[config.mk]
export PLATFORM = sky130hd
export DESIGN_NAME = txc_top
export DESIGN_NICKNAME = d
export VERILOG_FILES = /design/src/include/txc_pkg.sv /design/src/hw/txc_top.sv
export VERILOG_INCLUDE_DIRS = /design/src /design/src/include
export SDC_FILE = /design/constraint.sdc
export NUM_CORES = 1
export LEC_CHECK = 0
export ABC_CLOCK_PERIOD_IN_PS = 7020
export BUFFER_PORTS_ARGS = -buffer_cell sky130_fd_sc_hd__buf_2
export CORE_MARGIN = 8
export CORE_UTILIZATION = 33
export DETAILED_ROUTE_END_ITERATION = 7
export PLACE_DENSITY = 0.46
export SKIP_LAST_GASP = 1
export SLEW_MARGIN = 20
export SYNTH_ARGS = -nofsm -noshare
export SYNTH_HDL_FRONTEND = slang
export SYNTH_SLANG_ARGS = --single-unit
[constraint.sdc]
create_clock -name ref_clk_in -period 7.02 [get_ports ref_clk_in]
set_input_delay 0.351 -clock ref_clk_in [delete_from_list [all_inputs] [get_ports ref_clk_in]]
set_output_delay 0.351 -clock ref_clk_in [all_outputs]
set_load 0.005 [all_outputs]
[src/include/txc_consts.svh]
// Constants for the transmit start and FIFO allocation configuration block
`ifndef TXC_CONSTS_SVH
`define TXC_CONSTS_SVH

// ----------------------------------------------------------------------------
// Register map
// ----------------------------------------------------------------------------
`define TXC_CFG_OFFSET 8'h74
`define TXC_CFG_RESET 32'h0005_0000
`define TXC_CFG_WMASK 32'h003F_3000

// ----------------------------------------------------------------------------
// Field positions
// ----------------------------------------------------------------------------
`define TXC_TABLE_SEL_BIT 21
`define TXC_FFB_BIT 20
`define TXC_ALLOC_HI 19
`define TXC_ALLOC_LO 16
`define TXC_LEVEL_HI 13
`define TXC_LEVEL_LO 12

// ----------------------------------------------------------------------------
// Memory split, in bytes
// ----------------------------------------------------------------------------
`define TXC_TOTAL_BYTES 15'h4000
`define TXC_TX_STATUS_BYTES 15'h0200
`define TXC_TX_DATA_RESET 15'h1200
`define TXC_RX_RESET 15'h2C00

// ----------------------------------------------------------------------------
// Start thresholds in words; plain defaults, table not given
// ----------------------------------------------------------------------------
`define TXC_THR10_0 6'h04
`define TXC_THR10_1 6'h08
`define TXC_THR10_2 6'h10
`define TXC_THR10_3 6'h18
`define TXC_THR100_0 6'h08
`define TXC_THR100_1 6'h10
`define TXC_THR100_2 6'h18
`define TXC_THR100_3 6'h20

// ----------------------------------------------------------------------------
// Buffer shape
// ----------------------------------------------------------------------------
`define TXC_FIFO_DEPTH 32
`define TXC_FIFO_WIDTH 34

`endif

[src/include/txc_pkg.sv]
// Types for the transmit start and FIFO allocation configuration block
package txc_pkg;
  typedef enum logic [1:0] {
    TXC_IDLE,
    TXC_SEND,
    TXC_DROP
  } txc_state_t;
endpackage : txc_pkg

[src/hw/txc_top.sv]
// Hardware configuration register, transmit buffer and transmit start control
`timescale 1ns/1ps
`include "txc_consts.svh"

// ----------------------------------------------------------------------------
// Transmit buffer
// ----------------------------------------------------------------------------
module txc_fifo #(
  parameter int WIDTH = `TXC_FIFO_WIDTH,
  parameter int DEPTH = `TXC_FIFO_DEPTH
) (
  input wire logic ref_clk_in,
  input wire logic reset_n_in,
  input wire logic in_valid_in,
  input wire logic [WIDTH-1:0] in_data_in,
  output logic in_ready_out,
  output logic out_valid_out,
  output logic [WIDTH-1:0] out_data_out,
  input wire logic out_ready_in,
  output logic [$clog2(DEPTH):0] count_out
);
  localparam int AW = $clog2(DEPTH);
  logic [WIDTH-1:0] mem_q [DEPTH];
  logic [AW-1:0] wr_ptr_q;
  logic [AW-1:0] rd_ptr_q;
  logic [AW:0] count_q;
  logic push;
  logic pop;

  assign in_ready_out = (count_q != DEPTH[AW:0]);
  assign out_valid_out = (count_q != '0);
  assign out_data_out = mem_q[rd_ptr_q];
  assign count_out = count_q;
  assign push = in_valid_in && in_ready_out;
  assign pop = out_valid_out && out_ready_in;

  always_ff @(posedge ref_clk_in) begin
    if (push) begin
      mem_q[wr_ptr_q] <= in_data_in;
    end
  end

  always_ff @(posedge ref_clk_in or negedge reset_n_in) begin
    if (!reset_n_in) begin
      wr_ptr_q <= '0;
      rd_ptr_q <= '0;
      count_q <= '0;
    end else begin
      if (push) begin
        wr_ptr_q <= wr_ptr_q + 1'b1;
      end
      if (pop) begin
        rd_ptr_q <= rd_ptr_q + 1'b1;
      end
      if (push && !pop) begin
        count_q <= count_q + 1'b1;
      end else if (pop && !push) begin
        count_q <= count_q - 1'b1;
      end
    end
  end
endmodule : txc_fifo

// ----------------------------------------------------------------------------
// Top
// ----------------------------------------------------------------------------
// How it works
// RQ1: Mode bit selects threshold table, unless buffering
// RQ2: Host sets mode one at 10M
// RQ3: Full-frame buffering waits for a complete frame
// RQ4: Mode and level ignored while buffering
// RQ5: Otherwise start early at chosen threshold
// RQ6: Empty buffer mid-frame reports transmit underrun
// RQ7: Allocation field in KB, resets to five
// RQ8: Status takes 512 bytes, data the rest
// RQ9: Host programs at least 2KB allocation
// RQ10: Command and payload words share data buffer
// RQ11: Receive side gets 16KB minus transmit
// RQ12: Level field sets start threshold in words
// RQ13: Reserved bits read zero, ignore writes
module txc_top (
  input wire logic ref_clk_in,
  input wire logic reset_n_in,
  input wire logic [7:0] reg_addr_in,
  input wire logic reg_wr_in,
  input wire logic reg_rd_in,
  input wire logic [31:0] reg_wdata_in,
  output logic [31:0] reg_rdata_out,
  input wire logic tx_valid_in,
  input wire logic [31:0] tx_data_in,
  input wire logic tx_cmd_in,
  input wire logic tx_last_in,
  output logic tx_ready_out,
  input wire logic mac_ready_in,
  output logic mac_valid_out,
  output logic [31:0] mac_data_out,
  output logic mac_cmd_out,
  output logic mac_last_out,
  output logic tx_underrun_out,
  output logic [14:0] tx_data_bytes_out,
  output logic [14:0] rx_bytes_out
);
  logic [31:0] cfg_q;
  txc_pkg::txc_state_t state_q;
  logic [5:0] frames_q;
  logic f_valid;
  logic f_ready;
  logic [33:0] f_data;
  logic [5:0] f_count;
  logic ffb;
  logic [3:0] alloc;
  logic [5:0] thr;
  logic go;
  logic pop_last;
  logic push_last;

  // --------------------------------------------------------------------------
  // Threshold lookup
  // --------------------------------------------------------------------------
  function automatic logic [5:0] thr_words(input logic mode, input logic [1:0] level);
    logic [5:0] w;
    w = '0;
    case ({mode, level})
      3'b100: w = `TXC_THR10_0;
      3'b101: w = `TXC_THR10_1;
      3'b110: w = `TXC_THR10_2;
      3'b111: w = `TXC_THR10_3;
      3'b000: w = `TXC_THR100_0;
      3'b001: w = `TXC_THR100_1;
      3'b010: w = `TXC_THR100_2;
      default: w = `TXC_THR100_3;
    endcase
    return w;
  endfunction : thr_words

  // --------------------------------------------------------------------------
  // Configuration register
  // --------------------------------------------------------------------------
  always_ff @(posedge ref_clk_in or negedge reset_n_in) begin
    if (!reset_n_in) begin
      cfg_q <= `TXC_CFG_RESET; // [RQ7]
    end else if (reg_wr_in && reg_addr_in == `TXC_CFG_OFFSET) begin
      cfg_q <= reg_wdata_in & `TXC_CFG_WMASK; // [RQ13]
    end
  end

  // Unmapped reads return zero
  always_ff @(posedge ref_clk_in or negedge reset_n_in) begin
    if (!reset_n_in) begin
      reg_rdata_out <= '0;
    end else if (reg_rd_in) begin
      reg_rdata_out <= (reg_addr_in == `TXC_CFG_OFFSET) ? cfg_q : 32'h0000_0000;
    end
  end

  assign ffb = cfg_q[`TXC_FFB_BIT];
  assign alloc = cfg_q[`TXC_ALLOC_HI:`TXC_ALLOC_LO];
  assign thr = thr_words(cfg_q[`TXC_TABLE_SEL_BIT], cfg_q[`TXC_LEVEL_HI:`TXC_LEVEL_LO]); // [RQ1] [RQ12]

  // --------------------------------------------------------------------------
  // Memory split
  // --------------------------------------------------------------------------
  // No floor on the allocation; a host that writes below 2KB gets what it asked
  always_ff @(posedge ref_clk_in or negedge reset_n_in) begin
    if (!reset_n_in) begin
      tx_data_bytes_out <= `TXC_TX_DATA_RESET;
      rx_bytes_out <= `TXC_RX_RESET;
    end else begin
      tx_data_bytes_out <= {1'b0, alloc, 10'h000} - `TXC_TX_STATUS_BYTES; // [RQ8]
      rx_bytes_out <= `TXC_TOTAL_BYTES - {1'b0, alloc, 10'h000}; // [RQ11]
    end
  end

  // --------------------------------------------------------------------------
  // Buffer: payload and command words share it
  // --------------------------------------------------------------------------
  txc_fifo #(
    .WIDTH(`TXC_FIFO_WIDTH),
    .DEPTH(`TXC_FIFO_DEPTH)
  ) u_fifo (
    .ref_clk_in(ref_clk_in),
    .reset_n_in(reset_n_in),
    .in_valid_in(tx_valid_in),
    .in_data_in({tx_last_in, tx_cmd_in, tx_data_in}), // [RQ10]
    .in_ready_out(tx_ready_out),
    .out_valid_out(f_valid),
    .out_data_out(f_data),
    .out_ready_in(f_ready),
    .count_out(f_count)
  );

  assign f_ready = (state_q == txc_pkg::TXC_SEND && mac_ready_in) ||
                   (state_q == txc_pkg::TXC_DROP);
  assign pop_last = f_valid && f_ready && f_data[33];
  assign push_last = tx_valid_in && tx_ready_out && tx_last_in;

  // Complete frames held in the buffer
  always_ff @(posedge ref_clk_in or negedge reset_n_in) begin
    if (!reset_n_in) begin
      frames_q <= '0;
    end else if (push_last && !pop_last) begin
      frames_q <= frames_q + 1'b1;
    end else if (pop_last && !push_last) begin
      frames_q <= frames_q - 1'b1;
    end
  end

  // --------------------------------------------------------------------------
  // Transmit start and line sequencing
  // --------------------------------------------------------------------------
  // A frame shorter than the threshold still starts once its last word is in
  assign go = ffb ? (frames_q != '0) // [RQ3] [RQ4]
                 : (f_valid && (f_count >= thr || frames_q != '0)); // [RQ5]

  always_ff @(posedge ref_clk_in or negedge reset_n_in) begin
    if (!reset_n_in) begin
      state_q <= txc_pkg::TXC_IDLE;
    end else begin
      case (state_q)
        txc_pkg::TXC_IDLE: begin
          if (go) begin
            state_q <= txc_pkg::TXC_SEND;
          end
        end
        txc_pkg::TXC_SEND: begin
          if (mac_ready_in && !f_valid) begin
            state_q <= txc_pkg::TXC_DROP; // [RQ6]
          end else if (pop_last) begin
            state_q <= txc_pkg::TXC_IDLE;
          end
        end
        txc_pkg::TXC_DROP: begin
          // Rest of an underrun frame is discarded up to its last word
          if (pop_last) begin
            state_q <= txc_pkg::TXC_IDLE;
          end
        end
        default: state_q <= txc_pkg::TXC_IDLE;
      endcase
    end
  end

  always_ff @(posedge ref_clk_in or negedge reset_n_in) begin
    if (!reset_n_in) begin
      mac_valid_out <= 1'b0;
      mac_data_out <= '0;
      mac_cmd_out <= 1'b0;
      mac_last_out <= 1'b0;
    end else begin
      mac_valid_out <= state_q == txc_pkg::TXC_SEND && mac_ready_in && f_valid;
      if (state_q == txc_pkg::TXC_SEND && mac_ready_in && f_valid) begin
        mac_data_out <= f_data[31:0];
        mac_cmd_out <= f_data[32]; // [RQ10]
        mac_last_out <= f_data[33];
      end
    end
  end

  always_ff @(posedge ref_clk_in or negedge reset_n_in) begin
    if (!reset_n_in) begin
      tx_underrun_out <= 1'b0;
    end else begin
      tx_underrun_out <= state_q == txc_pkg::TXC_SEND && mac_ready_in && !f_valid; // [RQ6]
    end
  end
endmodule : txc_top

; ---- Word level (Yosys, flattened, before mapping)
; Memory sizes are Yosys's and may differ from the RTL's.
; Cells that the tools add are included.
[word_totals]
ff_bits = 130
ram_bits = 1088
input_bits = 80
elab_cells = 78
n_memories = 1
[mem_list]
columns = memory, words, word_bits, rd, rd_ports_with_merged_regs, wr, line_no
row1 = u_fifo.mem_q, 32, 34, 1, 0, 1, txc_top.sv:23  ; logic [WIDTH-1:0] mem_q [DEPTH];
[classes]
addsub = 8
order_cmp = 1
eq_ne = 11
mux = 13
reduce_logical = 30
[ops]
columns = operator, count
row1 = 6-bit 2-to-1 mux, 4
row2 = 6-bit case mux with 4 select lines, 1
row3 = 22-bit 2-to-1 mux, 1
row4 = 14-bit by 10-bit subtractor with 15-bit output (second input constant), 1
row5 = 15-bit by 14-bit subtractor with 15-bit output (first input constant), 1
row6 = 1-bit logical AND, 14
row7 = 6-bit by 1-bit adder with 6-bit output (second input constant), 2
row8 = 3-bit == test (second input constant), 4
row9 = 6-bit nonzero test, 2
row10 = 6-bit by 1-bit subtractor with 6-bit output (second input constant), 2
row11 = 5-bit by 1-bit adder with 5-bit output (second input constant), 2
row12 = 8-bit by 7-bit == test with 1-bit output (second input constant), 1
row13 = 6-bit >= comparator, 1
row14 = 2-bit 2-to-1 mux, 3
row15 = 6-bit inequality test (second input constant), 1
row16 = 2-bit case mux with 3 select lines, 1
row17 = 2-bit OR reduction, 3
row18 = 1-bit zero test, 5
row19 = 2-bit nonzero test, 2
row20 = 3-bit by 1-bit == test with 1-bit output (second input constant), 1
row21 = 3-bit by 2-bit == test with 1-bit output (second input constant), 1
row22 = 3-bit zero test, 1
row23 = 1-bit 2-to-1 mux, 3
row24 = 2-bit by 1-bit == test with 1-bit output (second input constant), 1
row25 = other kinds (4), 5

; ---- Longest topological paths before layout
; Gate-level depths: netlist of the first run.
[depth]
depth_word = 9
mapped_depth = 15
mapped_depth_nobuf = 13

; ---- By module
; A second synthesis of the first run with hierarchy kept.
[unflattened]
hier_cells = 2176
hier_area_um2 = 45512.4
[modules_own_cells]
columns = mod, instances, cells_per_inst, area_each_um2, seq_area_each_um2
row1 = txc_fifo, 1, 1914, 42056.6, 33071.7
row2 = txc_top, 1, 262, 3455.8, 1759.2

; ---- Worst setup path after synthesis of the first run
; Ideal clock, no wire load.
[synth_path]
path_type = register to register
from = register u_fifo.count_q[0] (netlist: u_fifo.count_out[0])
to = memory u_fifo.mem_q[30][0] (netlist name) (enable)
setup_ns = 0.425
arrival_ns = 2.798
setup_slack_ns = 3.797
path_stages_with_launch = 5
n_path_buf = 0
period_less_slack_ns = 3.223
cell_sequence = dfrtp_1 > nor4_1 > a31oi_1 > nand2_1 > nor2_1
[synth_via]
elab_chain_cells = 4
[synth_lines]
columns = item, line_no
row1 = start: declaration, txc_top.sv:26  ; logic [AW:0] count_q;
row2 = start signal: assignment, txc_top.sv:56  ; count_q <= count_q + 1'b1;
row3 = start signal: assignment, txc_top.sv:58  ; count_q <= count_q - 1'b1;
row4 = 6-bit inequality test, txc_top.sv:30  ; assign in_ready_out = (count_q != DEPTH[AW:0]);
row5 = 1-bit logical AND, txc_top.sv:34  ; assign push = in_valid_in && in_ready_out;
row6 = named net u_fifo.push, txc_top.sv:27  ; logic push;
row7 = 1-bit 2-to-1 mux, txc_top.sv:38  ; if (push) begin
row8 = 1-bit 2-to-1 mux (implied by the code), txc_top.sv:39  ; mem_q[wr_ptr_q] <= in_data_in;
row9 = end: declaration, txc_top.sv:23
; The timed path passes the listed nets, and every way through them passes these cells.

; ---- Final worst setup path of the first run
[layout_path]
from = register u_fifo.rd_ptr_q[1]
to = register mac_data_out[1]
[layout_via]
elab_chain_cells = 1
[layout_lines]
columns = item, line_no
row1 = start: declaration, txc_top.sv:25  ; logic [AW-1:0] rd_ptr_q;
row2 = start signal: assignment, txc_top.sv:53  ; rd_ptr_q <= rd_ptr_q + 1'b1;
row3 = memory 32 x 34 bit, --
row4 = end signal: assignment, txc_top.sv:252  ; mac_data_out <= f_data[31:0];
row5 = end: declaration, txc_top.sv:96  ; output logic [31:0] mac_data_out,
; No other way between the ends.
; A chain may end at the register's enable or synchronous reset.

==> metrics.txt, run 1 <==
status finished clean; global route total overflow 0; Data required, critical path 7.67 ns; Post-DP Area 0.0476 mm2; area of the multi-input gates 0.00950 mm2; Fillers 12.2k; largest family of logic cells by synthesized area multiplexers; Lkg Pwr 0.0168 uW; type of the worst setup path register to register; Ys Warns 0; All-Layer GR Usage 15.5%; Initial Utilization 33.3%; post-CTS setup buffers 0; worst-path maximum fanout 59; Post-Synth Simple-Gate Area 2.17%; maximum vdd ir drop 0.000270 V; core area 0.135 mm2; clk sink count 1174; area of the mapped netlist 0.0451 mm2; initial antenna violation count 5; ys async rst share 7.33%; Clock Latency Late Sink 0.76 ns; worst-path cell with the longest stage delay dfrtp_4; WP depth 6; setup_tns 0 ns; post_cts resized 0; top cell family by delay on the critical path buffers and inverters; period utilization 59.5%; Crit path largest cell delay 0.93 ns; clock share of power 32.9%; Clock Tree Root clkbuf_16; worst hold start tx_data_in[24]; wire per inst 27.9 um; I/O pin count 179; critical register-to-register path startpoint u_fifo.rd_ptr_q[1]; Setup violations, final 0; Max Cap Violations 0; design area 0.0519 mm2; Max Buffers Root-to-Sink 3; multiplexer area fraction after synthesis 14.2%; Yosys top cell area share 72.5%; syn avg cell area 21.7 um2; ratio of cells with drive above 1 in the final layout 27.3%; die area 0.149 mm2; Die Span X 386 um; Hold Crit Class input port to register; top cells by count, synth 1088 x edfxtp_1, 239 x mux4_2, 132 x o22ai_1; Hold Vio Cnt, Final 0; Post-layout nets 2378; Fmax 239 MHz; DR vias/cell 5.15; cell with the most instances after synthesis edfxtp_1; total CTS buffers 132; synthesized instance count 2078; compound-cell area share of the yosys netlist 2.69%; vias in the first global route 22.3k; Sequential Power Share 42.7%; hold depth 1; cell type with the largest total area after synthesis edfxtp_1; Net Sw Frac 29.3%; top_reg_cell synth edfxtp_1; max-slew violation total from the final report 0; Pwr Density 388 mW/mm2; register area 0.0348 mm2; critical path launch point type register; ANT nets after route 0; Synth Area in XOR/XNOR 0.408%; cell-internal power 14300 uW; TritonCTS clock tree built; Slew Limit Headroom 27.2%; R2R depth 6; post-layout min period 4.18 ns; RSZ-0062 raised after global routing false; DP HPWL 59.7 mm; Worst setup startpoint u_fifo.rd_ptr_q[1]; DR iter-0 viols 1783; cell with the most instances on the worst path buf_4; crit path DAT 4.83 ns; routability congestion estimate 0.712; Worst Path Buf+Inv 2; DR DRC count 0; wirelength, routed 116 mm; num rows 135; post-synthesis register bit count 1174; Synth cell types 52; H-tree levels 4; combinational fraction of design power 24.4%; sequential share of the synthesized area 77.2%; Pre-antenna DRT Iters 5; Synth Area in Adders 0.644%; top cells by area, synth edfxtp_1 72%, mux4_2 12%, dfrtp_1 4.4%, mux4_1 1.9%, o22ai_1 1.8%; endpoint class of the critical path register; largest net degree at the start of global routing 90; port buffer count 110; Slew @ Worst Pin 1.09 ns; Switch Pwr 5900 uW; skew final 0.0281 ns; Die Height 386 um; first-pass GRT wire length 164 mm; hold slack 0.0933 ns; EDFF count, synth 1088; Worst-path clk slew 0.06 ns; Via Count 21.4k; final core utilization 38.3%; Layout area overhead 15.1%; critical path cell sequence buf_4 -> buf_4 -> mux4_2 -> o22ai_1 -> or4_1 -> o21ai_1
[power by group through the flow]
stage | Clock [uW] | Sequential (uW) | Combinational [uW]
final | 6630 | 8610 | 4920
after global routing | 7070 | 8680 | 5310
after CTS | 6810 | 8630 | 5060
after detailed placement | 0 | 8770 | 5040
after global placement | 0 | 8740 | 4980
after floorplan | 0 | 8530 | 3690
[worst register-to-register path, cell delays in order (launching register included)]
cell     delay, ns
dfrtp_4       0.93
buf_4         0.84
buf_4         0.92
mux4_2        0.41
o22ai_1       0.12
or4_1         0.69
o21ai_1       0.16
[metal layers]
metal	share of wire (%)	up-vias	track usage, %
met1	44	11700	21.3
met4	1.8	2	3.91
li1	-	9047	-
met3	5.2	147	3.15
met2	49	570	25.5
met5	0.011	-	0
[placed cells by master (no fill, tap or decap), drive strengths merged, types with 4 or more instances in the layout]
cell	netlist	final
bufinv	0	6
a21oi	6	6
dfstp	6	6
inv	28	38
o21ai	55	55
o22ai	132	132
clkinv	1	48
nand3b	5	5
nand4	5	5
xor2	7	7
ha	20	20
conb	2	44
nor3	4	4
mux2i	4	4
buf	122	161
nor4	6	6
nor2	42	42
nand3	15	15
edfxtp	1088	1088
nand2	59	59
or4	35	35
mux4	272	272
clkbuf	28	173
nor2b	4	4
mux2	11	11
dfrtp	80	80
xnor2	14	14
dlygate4sd3	0	11
[area by class of cell]
class / instances / share of cell area [%]
well taps: 1781 / 4.29
repair buffers: 172 / 2.04
flip-flops and latches: 1174 / 67.1
diodes: 2 / 0.00964
inverters: 29 / 0.210
multi-input cells: 767 / 18.3
clock inverters: 66 / 1.05
clock buffers: 173 / 7.00
[cells by family after synthesis]
group           count (synthesis)
flops                        1174
simple gates                  190
mux                           287
xor+xnor                       21
compound gates                203
buf+inv                       179
fa+ha+maj                      22
other cells                     2
[sequential cells by signal, indices dropped and copies added, names as in the netlist]
name and cells:
cfg_q 8, frames_q 6, mac_cmd_out 1, mac_data_out 32
mac_last_out 1, mac_valid_out 1, reg_rdata_out 8, rx_bytes_out 5
state_q 2, tx_data_bytes_out 5, tx_underrun_out 1, u_fifo.count_out 6
u_fifo.mem_q 1088, u_fifo.rd_ptr_q 5, u_fifo.wr_ptr_q 5
[through the flow]
| step | std cells | setup slack [ns] | power, uW |
|---|---|---|---|
| final | 4164 | 2.84 | 20200 |
| after global routing | 4162 | 2.68 | 21100 |
| after CTS | 4162 | 2.76 | 20500 |
| after detailed placement | 3912 | 2.81 | 13800 |
| after global placement | 3912 | 2.88 | 13700 |
| after floorplan | 2120 | 3.80 | 12200 |
[repair_timing]
item / 4_1_cts / 5_1_grt
hold buffers: 11 / 0
setup endpoints to repair: 0 / 0
hold endpoints to repair: 38 / 0
[final timing paths]
check	end	slack [ns]
worst min-delay path	u_fifo.mem_q[29][24]	0.09
max in group asynchronous	u_fifo.rd_ptr_q[0]	5.42
worst max register to register	mac_data_out[1]	2.84
min in group asynchronous	mac_data_out[24]	0.20
worst max-delay path	mac_data_out[1]	2.84
worst min register to register	rx_bytes_out[10]	0.39
No activity file was read; power rests on OpenSTA's default activity.
==> run 2, diff against run 1 <==
ABC_CLOCK_PERIOD_IN_PS = 3950   (was 7020)
clock period = 3.95 ns   (was 7.02 ns; I/O delays follow)
==> run 2 against run 1 <==
Against the previous run:
- combinational power rose by 85%
- total power rose by 78%
- wire length rose by 2.4%
- non-clock buffer count rose by 81
==> metrics.txt, run 2 (same netlist as run 1, synthesis figures left out) <==
status finished clean; routability congestion estimate 0.725 (+1.8%); Setup violations, final 0 (unchanged); H-tree levels 4 (unchanged); Via Count 21.6k (+0.66%); die area 0.149 mm2 (unchanged); period utilization 91.4% (+32 points); wirelength, routed 119 mm (+2.4%); Hold Crit Class input port to asynchronous set/reset pin; post_cts resized 0 (unchanged); post-CTS setup buffers 0 (unchanged); total CTS buffers 130 (-1.5%); TritonCTS clock tree built; first-pass GRT wire length 169 mm (+2.8%); ANT nets after route 0 (unchanged); Biggest register u_fifo.mem_q; Net Sw Frac 29.2% (-0.075 points); cell-internal power 25400 uW (+78%); Data required, critical path 4.62 ns (-3.05 ns); routed length on met1 51.9 mm (+0.55%); Pre-antenna DRT Iters 5 (unchanged); Max Cap Violations 0 (unchanged); skew final 0.0170 ns (-0.0110 ns); Slew Limit Headroom 31.5% (+4.2 points); setup_tns 0 ns (unchanged); Post-layout nets 2457 (+3.3%); vias in the first global route 22.6k (+1.5%); DR iter-0 viols 1970 (+10%); post-layout min period 3.61 ns (-0.568 ns); combinational fraction of design power 25.5% (+1.1 points); clock share of power 32.2% (-0.7 points); port buffer count 110 (unchanged); final core utilization 38.9% (+0.54 points); Layout area overhead 16.8%; crit path DAT 4.28 ns (-0.55 ns); type of the worst setup path register to register; dpl cells 3955 (+1.1%); ratio of cells with drive above 1 in the final layout 27.7% (+0.38 points); top layer in use met5; I/O pin count 179 (unchanged); DP HPWL 63.8 mm (+6.9%); Clock Latency Late Sink 0.75 ns (about the same); DR DRC count 0 (unchanged); RSZ-0062 raised after global routing false; maximum vdd ir drop 0.000676 V (+150%); Worst-path clk slew 0.06 ns (about the same); Lkg Pwr 0.0172 uW (+2.2%); critical path launch point type register; worst-path maximum fanout 18 (-69%); Clock Tree Root clkbuf_16; Die Span X 386 um (unchanged); most frequent cells in the layout 1088 x edfxtp_1, 239 x mux4_2, 133 x clkbuf_16; met3 WL 6.02 mm (-1.1%); core area 0.135 mm2 (unchanged); Die Height 386 um (unchanged); clk sink count 1174 (unchanged); initial antenna violation count 5 (unchanged); global route total overflow 0 (unchanged); commonest non-fill, non-tap cell in the layout edfxtp_1; top flop regs u_fifo.mem_q: 1088 flops, mac_data_out: 32 flops; endpoint class of the critical path register; Hold Vio Cnt, Final 0 (unchanged); largest net degree at the start of global routing 133 (+48%); Slew @ Worst Pin 1.03 ns (-0.0637 ns); Fmax 277 MHz (+16%); max-slew violation total from the final report 0 (unchanged); DR vias/cell 5.08 (-1.2%); hold slack 0.0764 ns (-0.0169 ns); Initial Utilization 33.3% (unchanged); wire per inst 28.0 um (+0.47%); final cell count without fillers 4243 (+1.9%); All-Layer GR Usage 15.9% (+0.41 points); num rows 135 (unchanged); wire length on met2 58.7 mm (+4.1%); Max Buffers Root-to-Sink 3 (unchanged); Sequential Power Share 42.3% (-0.4 points); Switch Pwr 10500 uW (+77%); Pwr Density 680 mW/mm2 (+75%); Largest register FFs 1088 (unchanged)
-- run 2: path summary, 6_finish.rpt --
kind	from	end	slack [ns]	cells past startpoint
worst max-delay path	u_fifo.rd_ptr_q[2]	frames_q[5]	0.34	13
worst min-delay path	reset_n_in	u_fifo.count_out[5]	0.08	2
worst max register to register	u_fifo.rd_ptr_q[2]	frames_q[5]	0.34	13
worst min register to register	cfg_q[16]	rx_bytes_out[10]	0.39	0
max in group asynchronous	reset_n_in	u_fifo.rd_ptr_q[1]	2.90	3
min in group ref_clk_in	reg_wr_in	cfg_q[13]	0.08	3
-- run 2: final cells by class --
| class | instances | area (um2) |
|---|---|---|
| Tap cell | 1781 | 2230 |
| Clock inverter | 44 | 355 |
| Fill cell | 12200 | 82800 |
| Multi-Input combinational cell | 767 | 9500 |
| Inverter | 29 | 109 |
| Sequential cell | 1174 | 34800 |
| Antenna cell | 2 | 5.00 |
| Timing Repair Buffer | 253 | 1910 |
| Clock buffer | 193 | 3700 |
-- run 2: routing by layer --
metal,GRT usage (%),up-vias
met5,0,-
met4,4.24,2
met3,2.94,148
met2,26.6,588
met1,21.6,11600
li1,-,9191
-- run 2: metrics by stage --
stage / cell area (um2) / setup WS [ns] / power [uW]
after CTS: 52600 / 0.328 / 36400
final: 52700 / 0.340 / 35800
after detailed placement: 48100 / 0.327 / 24800
after global placement: 48100 / 0.408 / 24600
after floorplan: 45200 / 0.727 / 21700
after global routing: 52700 / 0.111 / 37400
-- run 2: timing repair --
item	CTS	global route
hold buffers	49	0
endpoints found under the hold margin	1140	0
endpoints found under the setup margin	0	0
-- run 2: power groups by stage --
stage / Clock (uW) / Combinational (uW) / Sequential (uW)
detailed placement: 0 / 9330 / 15400
floorplan: 0 / 6560 / 15200
global route: 12300 / 9910 / 15300
CTS: 11800 / 9400 / 15200
finish: 11500 / 9120 / 15200
global placement: 0 / 9270 / 15400
-- run 2: worst max-delay path, stage by stage, from the launching register on --
cell and delay, ns:
dfrtp_1 0.81, mux4_2 0.40, mux2i_1 0.21, nand3_1 0.10
nand4_1 0.17, or2_2 0.14, ha_1 0.24, inv_1 0.16
ha_1 0.30, a21o_1 0.11, a21oi_1 0.11, or4_1 0.50
nand3_1 0.14, xor2_1 0.14
